### src/logic/asfi_pkg.sv
// Purpose: Shared constants and types of the serial frame interface of an eight-channel converter.
// Assumes: clk at 250 MHz; serial clock made by the host end from clk.
// Notes:   Control word layout and power-mode codes are used by the converter end and the testbench.
package asfi_pkg;
   localparam int          ASFI_WORD_BITS  = 16;
   localparam int          ASFI_DATA_BITS  = 12;
   localparam int          ASFI_CHAN_BITS  = 3;
   localparam int          ASFI_CTRL_BITS  = 12;
   localparam int          ASFI_NUM_CHAN   = 8;

   // Serial clock falling-edge counts
   localparam logic [4:0]  ASFI_EDGE_TRACK = 5'h0E;
   localparam logic [4:0]  ASFI_EDGE_LAST  = 5'h10;

   // Control word fields, bit 11 is the write flag
   localparam int          ASFI_CTRL_WRITE = 11;
   localparam int          ASFI_CTRL_SEQ   = 10;
   localparam int          ASFI_CTRL_SHDW  = 9;
   localparam int          ASFI_CTRL_ADDR  = 6;
   localparam int          ASFI_CTRL_PM    = 4;
   localparam logic [1:0]  ASFI_PM_NORMAL  = 2'h3;
   localparam logic [1:0]  ASFI_PM_FULL    = 2'h2;
   localparam logic [1:0]  ASFI_PM_AUTO    = 2'h1;
   localparam logic [11:0] ASFI_CTRL_RESET = 12'h030;
   localparam logic [15:0] ASFI_SHDW_RESET = 16'h0000;

   // Timing
   localparam int          ASFI_CLK_NS      = 4;
   localparam int          ASFI_QUIET_NS    = 50;
   localparam int          ASFI_CONV_MIN_NS = 5000;
   localparam int          ASFI_QUIET_CYC   = (ASFI_QUIET_NS + ASFI_CLK_NS - 1) / ASFI_CLK_NS;
   localparam int          ASFI_CONV_CYC    = (ASFI_CONV_MIN_NS + ASFI_CLK_NS - 1) / ASFI_CLK_NS;
   localparam logic [3:0]  ASFI_SCLK_HALF   = 4'h8;

   typedef enum logic [2:0] {
      ASFI_H_IDLE  = 3'b000,
      ASFI_H_HIGH  = 3'b001,
      ASFI_H_LOW   = 3'b010,
      ASFI_H_END   = 3'b011,
      ASFI_H_QUIET = 3'b100
   } asfi_hstate_t;
endpackage : asfi_pkg

### src/logic/asfi_if.sv
// Purpose: Four-wire serial link between host and converter ends.
// Assumes: Data output line idles high when undriven (weak pull-up).
// Notes:   sdo_level is the resolved line level seen by the host.
`timescale 1ns/1ps
`default_nettype none
interface asfi_if;
   logic cs_n;
   logic sclk;
   logic din;
   logic dout;
   logic dout_oe;
   logic sdo_level;

   assign sdo_level = dout_oe ? dout : 1'b1;

   modport dev  (input cs_n, input sclk, input din, output dout, output dout_oe);
   modport host (output cs_n, output sclk, output din, input sdo_level);
endinterface : asfi_if
`default_nettype wire

### src/logic/asfi_device.sv
// Purpose: Converter end of the serial frame interface: framing, hold/track, control and shadow writes.
// Assumes: Link pins are asynchronous to clk and pass two flip-flops; sample_data is the value of mux_chan.
// Notes:   One frame = chip select low, sixteen serial clock falling edges, chip select high.
// How it works
// - serial clock drives conversion and data movement
// - select fall: hold, sample, drive output
// - conversion needs sixteen serial clocks
// - track at edge 14, shadow frame at rise
// - output floats at sixteenth falling edge
// - early rise aborts, floats, keeps control
// - word: zero, channel tag, twelve bits
// - zero at select fall, tag MSB first
// - last bit from edge 15 to 16
// - write flag loads control from twelve bits
// - shadow select captures next sixteen bits
// - single sequence uses zero low byte
// - shadow updates at rise, tracks first channel
// - host spaces conversions, quiet after writes
// - powered down needs power-up write first
// - extra write frame leaves output undriven; code drives it unless powered down
// - each select fall advances the sequence
// - host frames at equal intervals; host enforces only a minimum spacing between conversions
// - host waits quiet gap before next select
// - dummy frames send write flag zero
//
// The implementer's own choices: the address map and strobed register access.
`timescale 1ns/1ps
`default_nettype none
module asfi_device
   import asfi_pkg::*;
(
   input  wire logic                      clk,
   input  wire logic                      rst_n,
   asfi_if.dev                            link,
   input  wire logic [ASFI_DATA_BITS-1:0] sample_data,
   output logic      [ASFI_CHAN_BITS-1:0] mux_chan,
   output logic                           track,
   output logic      [ASFI_CTRL_BITS-1:0] ctrl_word,
   output logic      [ASFI_WORD_BITS-1:0] shadow_word,
   output logic                           seq_active,
   output logic                           frame_done,
   output logic                           frame_abort
);

   ////////////////////////////////////////////////////////////////////////////////
   // Helpers

   // Next set channel after cur, wrapping; cur when mask is empty
   function automatic logic [ASFI_CHAN_BITS-1:0] next_chan(
      input logic [ASFI_NUM_CHAN-1:0]  mask,
      input logic [ASFI_CHAN_BITS-1:0] cur
   );
      logic [ASFI_CHAN_BITS-1:0] cand;
      logic                      found;
      cand  = cur;
      found = 1'b0;
      next_chan = cur;
      for (int i = 1; i <= ASFI_NUM_CHAN; i++) begin
         cand = cur + i[ASFI_CHAN_BITS-1:0];
         if (!found && mask[cand]) begin
            next_chan = cand;
            found     = 1'b1;
         end
      end
   endfunction : next_chan

   function automatic logic [ASFI_NUM_CHAN-1:0] seq_mask(input logic [ASFI_WORD_BITS-1:0] sh);
      seq_mask = sh[ASFI_WORD_BITS-1 -: ASFI_NUM_CHAN] | sh[ASFI_NUM_CHAN-1:0];
   endfunction : seq_mask

   ////////////////////////////////////////////////////////////////////////////////
   // Pin synchronisers and edge detection

   logic cs_s1;
   logic cs_s2;
   logic cs_d;
   logic sclk_s1;
   logic sclk_s2;
   logic sclk_d;
   logic din_s1;
   logic din_s2;

   always_ff @(posedge clk) begin
      if (!rst_n) begin
         cs_s1   <= 1'b1;
         cs_s2   <= 1'b1;
         cs_d    <= 1'b1;
         sclk_s1 <= 1'b1;
         sclk_s2 <= 1'b1;
         sclk_d  <= 1'b1;
         din_s1  <= 1'b0;
         din_s2  <= 1'b0;
      end else begin
         cs_s1   <= link.cs_n;
         cs_s2   <= cs_s1;
         cs_d    <= cs_s2;
         sclk_s1 <= link.sclk;
         sclk_s2 <= sclk_s1;
         sclk_d  <= sclk_s2;
         din_s1  <= link.din;
         din_s2  <= din_s1;
      end
   end

   logic                      cs_fall;
   logic                      cs_rise;
   logic                      in_frame;
   logic [4:0]                nfall;
   logic                      sclk_fall;
   logic                      full;

   assign cs_fall   = cs_d & ~cs_s2;
   assign cs_rise   = ~cs_d & cs_s2;
   assign sclk_fall = sclk_d & ~sclk_s2 & ~cs_s2 & in_frame & (nfall != ASFI_EDGE_LAST);
   assign full      = (nfall == ASFI_EDGE_LAST);

   ////////////////////////////////////////////////////////////////////////////////
   // Frame tracking

   logic                      shadow_frame;
   logic                      shadow_pending;

   always_ff @(posedge clk) begin
      if (!rst_n) begin
         in_frame     <= 1'b0;
         nfall        <= 5'h00;
         shadow_frame <= 1'b0;
      end else if (cs_fall) begin
         in_frame     <= 1'b1;
         nfall        <= 5'h00;
         shadow_frame <= shadow_pending;
      end else if (cs_rise) begin
         in_frame     <= 1'b0;
      end else if (sclk_fall) begin
         nfall        <= nfall + 5'h01;
      end
   end

   ////////////////////////////////////////////////////////////////////////////////
   // Serial output

   logic [ASFI_WORD_BITS-1:0] out_word;
   logic                      dout_r;
   logic                      oe_r;
   logic                      powered_down;

   assign powered_down = (ctrl_word[ASFI_CTRL_PM +: 2] == ASFI_PM_FULL);

   always_ff @(posedge clk) begin
      if (!rst_n) begin
         out_word <= '0;
         dout_r   <= 1'b0;
         oe_r     <= 1'b0;
      end else if (cs_fall) begin
         out_word <= {1'b0, mux_chan, sample_data};
         dout_r   <= 1'b0;
         oe_r     <= ~powered_down;
      end else if (cs_rise) begin
         oe_r     <= 1'b0;
      end else if (sclk_fall) begin
         if (nfall == ASFI_EDGE_LAST - 5'h01) begin
            oe_r <= 1'b0;
         end else begin
            dout_r   <= out_word[ASFI_WORD_BITS-2];
            out_word <= {out_word[ASFI_WORD_BITS-2:0], 1'b0};
         end
      end
   end

   assign link.dout    = dout_r;
   assign link.dout_oe = oe_r;

   ////////////////////////////////////////////////////////////////////////////////
   // Serial input capture

   logic [ASFI_WORD_BITS-1:0] in_word;

   always_ff @(posedge clk) begin
      if (!rst_n) begin
         in_word <= '0;
      end else if (sclk_fall) begin
         in_word <= {in_word[ASFI_WORD_BITS-2:0], din_s2};
      end
   end

   ////////////////////////////////////////////////////////////////////////////////
   // Control, shadow and sequencer

   logic [ASFI_CTRL_BITS-1:0] new_ctrl;
   assign new_ctrl = in_word[ASFI_WORD_BITS-1 -: ASFI_CTRL_BITS];

   always_ff @(posedge clk) begin
      if (!rst_n) begin
         ctrl_word      <= ASFI_CTRL_RESET;
         shadow_word    <= ASFI_SHDW_RESET;
         shadow_pending <= 1'b0;
         seq_active     <= 1'b0;
         mux_chan       <= '0;
      end else if (cs_fall) begin
         if (seq_active) begin
            mux_chan <= next_chan(seq_mask(shadow_word), mux_chan);
         end
      end else if (cs_rise && full) begin
         if (shadow_frame) begin
            shadow_word    <= in_word;
            shadow_pending <= 1'b0;
            seq_active     <= 1'b1;
            mux_chan       <= next_chan(seq_mask(in_word), 3'h7);
         end else if (new_ctrl[ASFI_CTRL_WRITE]) begin
            ctrl_word      <= new_ctrl;
            shadow_pending <= new_ctrl[ASFI_CTRL_SHDW];
            if (!new_ctrl[ASFI_CTRL_SEQ]) begin
               seq_active <= 1'b0;
               mux_chan   <= new_ctrl[ASFI_CTRL_ADDR +: ASFI_CHAN_BITS];
            end
         end
      end
   end

   ////////////////////////////////////////////////////////////////////////////////
   // Track and hold

   always_ff @(posedge clk) begin
      if (!rst_n) begin
         track <= 1'b1;
      end else if (cs_fall) begin
         track <= 1'b0;
      end else if (cs_rise) begin
         track <= 1'b1;
      end else if (sclk_fall && !shadow_frame && nfall == ASFI_EDGE_TRACK - 5'h01) begin
         track <= 1'b1;
      end
   end

   ////////////////////////////////////////////////////////////////////////////////
   // Frame status pulses

   always_ff @(posedge clk) begin
      if (!rst_n) begin
         frame_done  <= 1'b0;
         frame_abort <= 1'b0;
      end else begin
         frame_done  <= cs_rise & in_frame & full;
         frame_abort <= cs_rise & in_frame & ~full;
      end
   end

endmodule : asfi_device
`default_nettype wire

### src/flat_wrapper.sv
// flat-port wrapper written by rule: the top's interface ports become plain ports
module asfi_device_flat import asfi_pkg::*;
  (clk, rst_n, sample_data, mux_chan, track, ctrl_word, shadow_word, seq_active, frame_done, frame_abort, link_cs_n, link_sclk, link_din, link_dout, link_dout_oe);
  asfi_if link_i ();
  input  wire logic clk;
  input  wire logic rst_n;
  input  wire logic [ASFI_DATA_BITS-1:0] sample_data;
  output logic      [ASFI_CHAN_BITS-1:0] mux_chan;
  output logic track;
  output logic      [ASFI_CTRL_BITS-1:0] ctrl_word;
  output logic      [ASFI_WORD_BITS-1:0] shadow_word;
  output logic seq_active;
  output logic frame_done;
  output logic frame_abort;
  input wire logic [$bits(link_i.cs_n)-1:0] link_cs_n;
  input wire logic [$bits(link_i.sclk)-1:0] link_sclk;
  input wire logic [$bits(link_i.din)-1:0] link_din;
  output wire logic [$bits(link_i.dout)-1:0] link_dout;
  output wire logic [$bits(link_i.dout_oe)-1:0] link_dout_oe;
  assign link_i.cs_n = link_cs_n;
  assign link_i.sclk = link_sclk;
  assign link_i.din = link_din;
  assign link_dout = link_i.dout;
  assign link_dout_oe = link_i.dout_oe;
  asfi_device u_core (.clk(clk), .rst_n(rst_n), .link(link_i), .sample_data(sample_data), .mux_chan(mux_chan), .track(track), .ctrl_word(ctrl_word), .shadow_word(shadow_word), .seq_active(seq_active), .frame_done(frame_done), .frame_abort(frame_abort));
endmodule
### config.mk
export PLATFORM = sky130hd
export DESIGN_NAME = asfi_device_flat
export DESIGN_NICKNAME = d
export VERILOG_FILES = /design/src/logic/asfi_pkg.sv /design/src/logic/asfi_if.sv /design/src/logic/asfi_device.sv /design/src/flat_wrapper.sv
export SDC_FILE = /design/constraint.sdc
export NUM_CORES = 1
export LEC_CHECK = 0
export BUFFER_PORTS_ARGS = -buffer_cell sky130_fd_sc_hd__buf_2
export CORE_UTILIZATION = 35
export DETAILED_ROUTE_END_ITERATION = 10
export PLACE_DENSITY = 0.62
export SLEW_MARGIN = 30
export SYNTH_ARGS = -nofsm -noshare
export SYNTH_HDL_FRONTEND = slang
export SYNTH_SLANG_ARGS = --single-unit
### constraint.sdc
create_clock -name clk -period 3.2 [get_ports clk]
set_clock_uncertainty 0.1 [all_clocks]
set_input_delay 0.16 -clock clk [delete_from_list [all_inputs] [get_ports clk]]
set_output_delay 0.16 -clock clk [all_outputs]
set_load 0.01 [all_outputs]
Word-level counts from Yosys, hierarchy flattened:

Index checks and enable logic that the tools add are counted.

* bits in registers: 84
* output and inout bits: 37
* logic and storage cells: 241

* add/sub/neg operators: 8
* magnitude comparators: 8
* eq/ne operators: 12
* mux-type cells: 119
* bitwise gates (word level): 21
* reductions and logical operators: 50

Operators by type and width (count)
* $mux 1: 85
* $mux 3: 22
* $mux 15: 4
* $lt 3x4->1 const B: 8
* $bmux 1 s3: 8
* $logic_and 1x1->1: 17
* $or 8x8->8: 2
* $logic_not 1->1: 15
* $add 3x3->3 const B: 4
* $reduce_and 3->1: 4
* $reduce_bool 3->1: 4
* $eq 5x4->1 const B: 2
* $not 1->1: 10
* $and 1x1->1: 9
* $ne 2x1->1 const B: 4
* $ne 8x8->1 const B: 1
* $reduce_and 4->1: 2
* $reduce_bool 2->1: 4
* $add 3x2->3 const B: 2
* $reduce_and 6->1: 1
* $add 5x1->5 const B: 1
* $eq 5x5->1 const B: 1
* $ne 5x5->1 const B: 1
* $reduce_and 2->1: 2
* 5 further kinds: 5

Longest topological paths before layout:

Gate-level depths: netlist (run 1).

* word-level depth: 54
* mapped depth: 11
* depth with buffers taken out: 9

Least setup slack after synthesis (run 1):

Ideal clock, no wire load.

* path type: reg2reg
* from: reg u_core.mux_chan[1]
* to: reg u_core.mux_chan[1]
* data arrival time: 2846 ps
* slack: 132 ps
* cell stages (with the launch flop): 10
* path buffers: 1
* clock period less this slack: 3068 ps
* path through: dfxtp_1 -> clkbuf_1 -> inv_1 -> ha_1 -> xnor2_1 -> mux4_2 -> nand4_4 -> or4_1 -> o211a_1 -> o311a_1

* longest elaborated chain between the ends: 47

RTL lines
* start, declared: RTL line asfi_device.sv:36 `output logic [ASFI_CHAN_BITS-1:0] mux_chan,`
* start signal, assigned: RTL line asfi_device.sv:201 `mux_chan <= next_chan(seq_mask(shadow_word), mux_chan);`
* start signal, assigned: RTL line asfi_device.sv:208 `mux_chan <= next_chan(seq_mask(in_word), 3'h7);`
* start signal, assigned: RTL line asfi_device.sv:214 `mux_chan <= new_ctrl[ASFI_CTRL_ADDR +: ASFI_CHAN_BITS];`
* $add 3x1->3: RTL line asfi_device.sv:59 `cand = cur + i[ASFI_CHAN_BITS-1:0];`
* $bmux 1 s3: RTL line asfi_device.sv:60 `if (!found && mask[cand]) begin`
* $mux 1 (implied by the code): RTL line asfi_device.sv:60
* $mux 1: RTL line asfi_device.sv:60
* $mux 1: RTL line asfi_device.sv:200 `if (seq_active) begin`
* $mux 1: RTL line asfi_device.sv:199 `end else if (cs_fall) begin`
* $mux 1: RTL line asfi_device.sv:193 `if (!rst_n) begin`
* $logic_not 1->1: RTL line asfi_device.sv:60
* [... 31 more ...]
* $mux 1: RTL line asfi_device.sv:60
* $mux 1: RTL line asfi_device.sv:200
* $mux 1: RTL line asfi_device.sv:199
* $mux 1: RTL line asfi_device.sv:193
* $logic_not 1->1: RTL line asfi_device.sv:60
* $logic_and 1x1->1: RTL line asfi_device.sv:60
* $ne 2x2->1 (no source line)
* $reduce_and 6->1 (no source line)

Parallel ways exist; a longest one is shown, timed or not. The select of a mux whose other input is x is not followed.
A chain may end at the register's enable or synchronous reset.

Worst setup path in the final report (run 1):

* from: reg u_core.mux_chan[0]
* to: reg u_core.mux_chan[1]

Same word-level chain as after synthesis.

==> impl_metrics.py, run 1 <==
metrics = {
    "status": {
        "outcome": "complete, no violations",
    },
    "power": {
        "power.total_uw": 2280,
        "powerDensity_nw_per_um2": 442.8,
        "irDropWorstVdd_mv": 0.3763,
        "p_leak_uw": 0.002206,
        "p_comb_share_pct": 3.6,
        "p_sw_share_pct": 20.87,
        "intPower_uw": 1804,
        "p_sw_uw": 475.7,
        "clkPwrFrac_pct": 49.4,
        "seq_power_share_pct": 47.0,
    },
    "sta": {
        "min_period_over_period_pct": 95.41,
        "finalSetupViolCount": 0,
        "tightest_slew_ns": 0.8072,
        "hold_viol": 0,
        "whs_ns": 0.06528,
        "relSlewSlack_pct": 46.12,
        "fin_crit_ns": 3.053,
        "setup_tns_ns": 0,
        "rsz0062_at_grt": "false",
        "timing.fmax_ghz": 0.3275,
        "drv_slew": 0,
    },
    "critical_path": {
        "endpoint_kind": "flop",
        "startpoint_type": "flop",
        "cp_data_required_time_ns": 3.33,
        "path_max_fanout": 22,
        "cp.arrival_ns": 3.18,
        "criticalPathCategory": "reg -> reg",
    },
    "yosys": {
        "synth_edf_count": 0,
        "synth_ff_type": "dfxtp_1",
        "synth_fp_nets": 511,
        "async_flop_share_pct": 0,
        "syn_avg_cell_area_um2": 8.924,
        "postSynthCellCount": 485,
        "ys_ff_latch": 84,
        "synth_cell_types": 74,
        "yosys_warnings": 0,
        "syn_area_um2": 4328,
        "synth_seq_area_share_pct": 38.86,
    },
    "floorplanning": {
        "io-pin-count": 54,
        "start_util_pct": 36.03,
        "dieArea_um2": 12810,
        "rows": 40,
        "dieHeight_um": 113.2,
        "die_x_um": 113.2,
        "coreArea_um2": 12010,
    },
    "clock_network": {
        "tritoncts": "yes",
        "cts_setup_buffers": 0,
        "cts_root_buffer": "clkbuf_16",
        "clk_pin_slew_ns": 0.06,
        "cts_sinks": 84,
        "cts_made_buffers": 9,
        "htreeDepth": 3,
        "clkLatencyLatePin_ns": 0.34,
        "cts_buffer_depth": 2,
    },
    "finish": {
        "layout_common_cells": "84 x dfxtp_1, 72 x nor2_1, 57 x nand2_1",
        "layout_commonest_cell": "dfxtp_1",
        "drive_gt1_share_pct": 19.63,
        "diodes": 0,
        "fin_nets": 566,
        "syn_to_final_growth_pct": 18.94,
        "fin_util_pct": 42.85,
    },
    "grt": {
        "antenna_found_initial": 0,
        "grt_usage_pct": 17.61,
        "grt_max_degree": 63,
        "grt_pass1_wl_um": 17750,
        "grt.overflow.total": 0,
        "grt_pass1_vias": 3429,
    },
    "route": {
        "vias": 3688,
        "drt_iter0_drc": 149,
        "detail-route-antenna-nets": 0,
        "first_pass_iters": 4,
        "post-route-drc-count": 0,
        "viasPerCell": 5.329,
        "avgRoutedWirePerCell_um": 15.66,
        "wl_um": 10840,
    },
    "placed_design": {
        "gp_congestion": 0.8203,
        "io_buffers": 53,
        "hpwl_um": 7848,
    },
    "job": {
        "drv_cap": 0,
    },
    "worst_hold_path": {
        "hold_class": "in -> reg",
    },
}
## metal layers
metal / routed length [um] / share of wire, % / vias to the layer above / GRT usage (%)
li1: - / - / 1839 / -
met4: 169 / 1.6 / 0 / 6.404
met2: 5152 / 48 / 72 / 28.30
met1: 5102 / 47 / 1761 / 23.12
met3: 413 / 3.8 / 16 / 4.017
met5: 0 / 0 / - / 0
## worst max-delay path: stages (launching register included)
cell     delay (ns)
dfxtp_1        0.43
buf_12         0.19
inv_4          0.07
ha_1           0.54
inv_1          0.18
mux2_4         0.31
nand4_4        0.09
or4_1          0.54
o211a_1        0.16
o311a_1        0.32
## per-stage QoR
stage | setup WS (ns) | instances | instance area (um^2)
finish | 0.1467 | 692 | 5147
global placement | 0.2452 | 673 | 4790
detailed placement | 0.1691 | 673 | 4790
floorplan | 0.1319 | 485 | 4328
CTS | 0.1489 | 692 | 5146
global route | 0.02581 | 692 | 5147
## cell usage after synthesis, types with 3 or more instances
| library cell | count | area (um^2) |
|---|---|---|
| clkbuf_1 | 23 | 86.33 |
| xor2_1 | 3 | 26.28 |
| a211oi_1 | 17 | 127.6 |
| mux2i_1 | 43 | 430.4 |
| dfxtp_1 | 84 | 1682 |
| xnor2_1 | 3 | 26.28 |
| mux4_1 | 5 | 131.4 |
| or3_1 | 3 | 18.77 |
| o211a_1 | 3 | 30.03 |
| nor3_1 | 7 | 35.03 |
| nand2_1 | 57 | 214.0 |
| o21ai_0 | 12 | 60.06 |
| or2_2 | 3 | 18.77 |
| nand4_1 | 4 | 25.02 |
| o211ai_1 | 3 | 22.52 |
| ha_1 | 9 | 112.6 |
| nor2_1 | 73 | 274.0 |
| nand3_1 | 7 | 35.03 |
| and2_1 | 5 | 31.28 |
| nand2b_1 | 8 | 50.05 |
| a21oi_1 | 31 | 155.2 |
| o22ai_1 | 3 | 18.77 |
| mux4_2 | 5 | 112.6 |
| inv_1 | 14 | 52.55 |
## timing repair
action	in CTS	in global routing
resized for setup	0	0
hold endpoints to repair	3	0
hold buffers	3	0
## kinds of logic after synthesis
kind of cell    synth area share [%]
xor+xnor                       1.590
mux                            17.06
compound gates                 15.18
buf+inv                        4.452
simple gates                   20.27
fa+ha+maj                      2.602
flops                          38.86
## power groups by stage
stage / Clock, uW / Sequential (uW) / Combinational, uW
2_1_floorplan: 0 / 1090 / 56.7
3_3_place_gp: 0 / 1090 / 78.6
3_5_place_dp: 0 / 1090 / 80.1
4_1_cts: 1150 / 1070 / 83.6
5_1_grt: 1190 / 1070 / 92.5
6_report: 1130 / 1070 / 82.3
## final cells by class
type / instances / area, um^2
Clock buffer: 11 / 242.7
Clock inverter: 5 / 83.83
Fill cell: 1190 / 6864
Inverter: 16 / 63.81
Multi-Input combinational cell: 356 / 2456
Sequential cell: 84 / 1682
Tap cell: 147 / 183.9
Timing Repair Buffer: 73 / 435.4
## final timing paths
check / startpoint / end / slack [ns] / cells after the start
setup / recovery: u_core.mux_chan[0] / u_core.mux_chan[1] / 0.15 / 9
setup reg to reg: u_core.mux_chan[0] / u_core.mux_chan[1] / 0.15 / 9
hold reg to reg: u_core.sclk_s1 / u_core.sclk_s2 / 0.32 / 1
hold / removal: sample_data[5] / u_core.out_word[5] / 0.07 / 3
## state kept, by name (all words and copies together) (netlist names), 3 cells and up
register,count
u_core.ctrl_word,12
u_core.in_word,16
u_core.mux_chan,3
u_core.nfall,5
u_core.out_word,16
u_core.shadow_word,16
No activity file was read; power rests on OpenSTA's default activity.
==> run 2, diff against run 1 <==
PLACE_DENSITY = 0.64   (was 0.62)
SLEW_MARGIN = 10   (was 30)
clock period = 2.8 ns   (was 3.2 ns; I/O delays follow)
==> impl_metrics.py, run 2 (synthesized netlist as in run 1, its figures left out) <==
metrics = {
    "sta": {
        "min_period_over_period_pct": 96.42,
        "finalSetupViolCount": 0,
        "fin_crit_ns": 2.700,
        "tightest_slew_ns": 1.083,
        "setup_tns_ns": 0,
        "hold_viol": 0,
        "timing.fmax_ghz": 0.3704,
        "relSlewSlack_pct": 27.50,
        "drv_slew": 0,
        "whs_ns": 0.03760,
    },
    "route": {
        "avgRoutedWirePerCell_um": 16.13,
        "first_pass_iters": 5,
        "drt_iter0_drc": 188,
        "detail-route-antenna-nets": 0,
        "wl_um": 11550,
        "viasPerCell": 5.405,
        "vias": 3870,
        "post-route-drc-count": 0,
    },
    "job": {
        "drv_cap": 0,
    },
    "worst_hold_path": {
        "hold_class": "in -> reg",
        "worstHoldStart": "sample_data[6]",
        "hold_end": "u_core.out_word[6]",
        "holdPathStages": 3,
    },
    "floorplanning": {
        "rows": 40,
        "die_x_um": 113.2,
        "coreArea_um2": 12010,
        "io-pin-count": 54,
        "dieHeight_um": 113.2,
        "dieArea_um2": 12810,
        "start_util_pct": 36.03,
    },
    "clock_network": {
        "cts_buffer_depth": 2,
        "cts_made_buffers": 9,
        "clk_pin_slew_ns": 0.06,
        "tritoncts": "yes",
        "clkLatencyLatePin_ns": 0.34,
        "cts_setup_buffers": 0,
        "htreeDepth": 3,
        "cts_root_buffer": "clkbuf_16",
        "cts_sinks": 84,
    },
    "critical_path": {
        "endpoint_kind": "flop",
        "startpoint_type": "flop",
        "cp.arrival_ns": 2.82,
        "criticalPathCategory": "reg -> reg",
        "r2r_slack_ns": 0.10,
        "rr_worst_depth": 8,
        "worstReg2RegEnd": "u_core.mux_chan[1]",
        "r2r_start": "u_core.mux_chan[0]",
        "cp_data_required_time_ns": 2.92,
        "path_max_fanout": 3,
    },
    "grt": {
        "grt.overflow.total": 0,
        "grt_pass1_vias": 3657,
        "grt_pass1_wl_um": 18830,
        "antenna_found_initial": 0,
        "grt_max_degree": 63,
        "grt_usage_pct": 18.61,
    },
    "power": {
        "irDropWorstVdd_mv": 0.3030,
        "power.total_uw": 2616,
        "p_leak_uw": 0.002359,
        "powerDensity_nw_per_um2": 484.0,
    },
    "finish": {
        "reg_top3": "u_core.in_word x16, u_core.out_word x16, u_core.shadow_word x16",
        "diodes": 0,
        "layout_common_cells": "82 x dfxtp_1, 69 x nor2_1, 57 x nand2_1",
        "syn_to_final_growth_pct": 24.89,
        "layout_commonest_cell": "dfxtp_1",
        "fin_nets": 590,
        "drive_gt1_share_pct": 25.48,
    },
    "status": {
        "outcome": "complete, no violations",
    },
    "placed_design": {
        "gp_congestion": 0.8720,
        "io_buffers": 53,
        "hpwl_um": 8269,
    },
}
-- run 2: per-stage QoR --
step                setup WS, ns  std cells  area [um^2]  util, %
floorplan                0.02388        485         4355        -
global placement         0.03997        697         4985    41.50
detailed placement      -0.03283        697         4985    41.50
CTS                      0.01523        716         5349    44.53
global route            -0.01202        716         5405    45.00
finish                    0.1002        716         5405    45.00
-- run 2: report_power, final --
part           total [uW]  switching (uW)  internal, uW
clock network        1300             488           809
logic                96.0            56.9          39.1
registers            1220            9.18          1210
total                2620             554          2060
-- run 2: repair_timing --
action,CTS,global route
hold endpoints to repair,3,0
resized for setup,1,16
endpoints found under the setup margin,1,4
hold buffers,3,0
pin swaps,0,2
-- run 2: critical path: stages, from the launching register on --
cell and delay, ns:
dfxtp_2 0.33, ha_2 0.20, xnor2_2 0.21, mux4_2 0.35
mux2_4 0.29, nor4b_4 0.13, or4_1 0.50, o211a_1 0.15
o311a_1 0.32
-- run 2: worst max path at each step --
stage / start / to / slack [ns] / cells after the start
after floorplan: u_core.mux_chan[1] / u_core.mux_chan[1] / 0.02 / 9
after global placement: u_core.mux_chan[1] / u_core.mux_chan[1] / 0.04 / 8
after detailed placement: u_core.mux_chan[1] / u_core.mux_chan[1] / -0.03 / 8
after CTS: u_core.mux_chan[1] / u_core.mux_chan[2] / 0.02 / 10
after global routing: u_core.mux_chan[0] / u_core.mux_chan[1] / -0.01 / 9
final: u_core.mux_chan[0] / u_core.mux_chan[1] / 0.10 / 8
-- run 2: metal layers --
layer  vias up  wire length (um)  global-route usage, %
met5         -                 0                      0
met4         0               187                  7.018
met3        22               465                  3.856
met2       100              5523                  29.94
met1      1862              5369                  24.57
li1       1886                 -                      -
-- run 2: area by class of cell --
| cell class | count | area (um^2) |
|---|---|---|
| clock inverter | 5 | 83.83 |
| sequential | 84 | 1684 |
| tap | 147 | 183.9 |
| timing repair buffer | 97 | 626.9 |
| inverter | 16 | 62.56 |
| clock buffer | 11 | 242.7 |
| fill | 1165 | 6606 |
| multi-input combinational | 356 | 2521 |
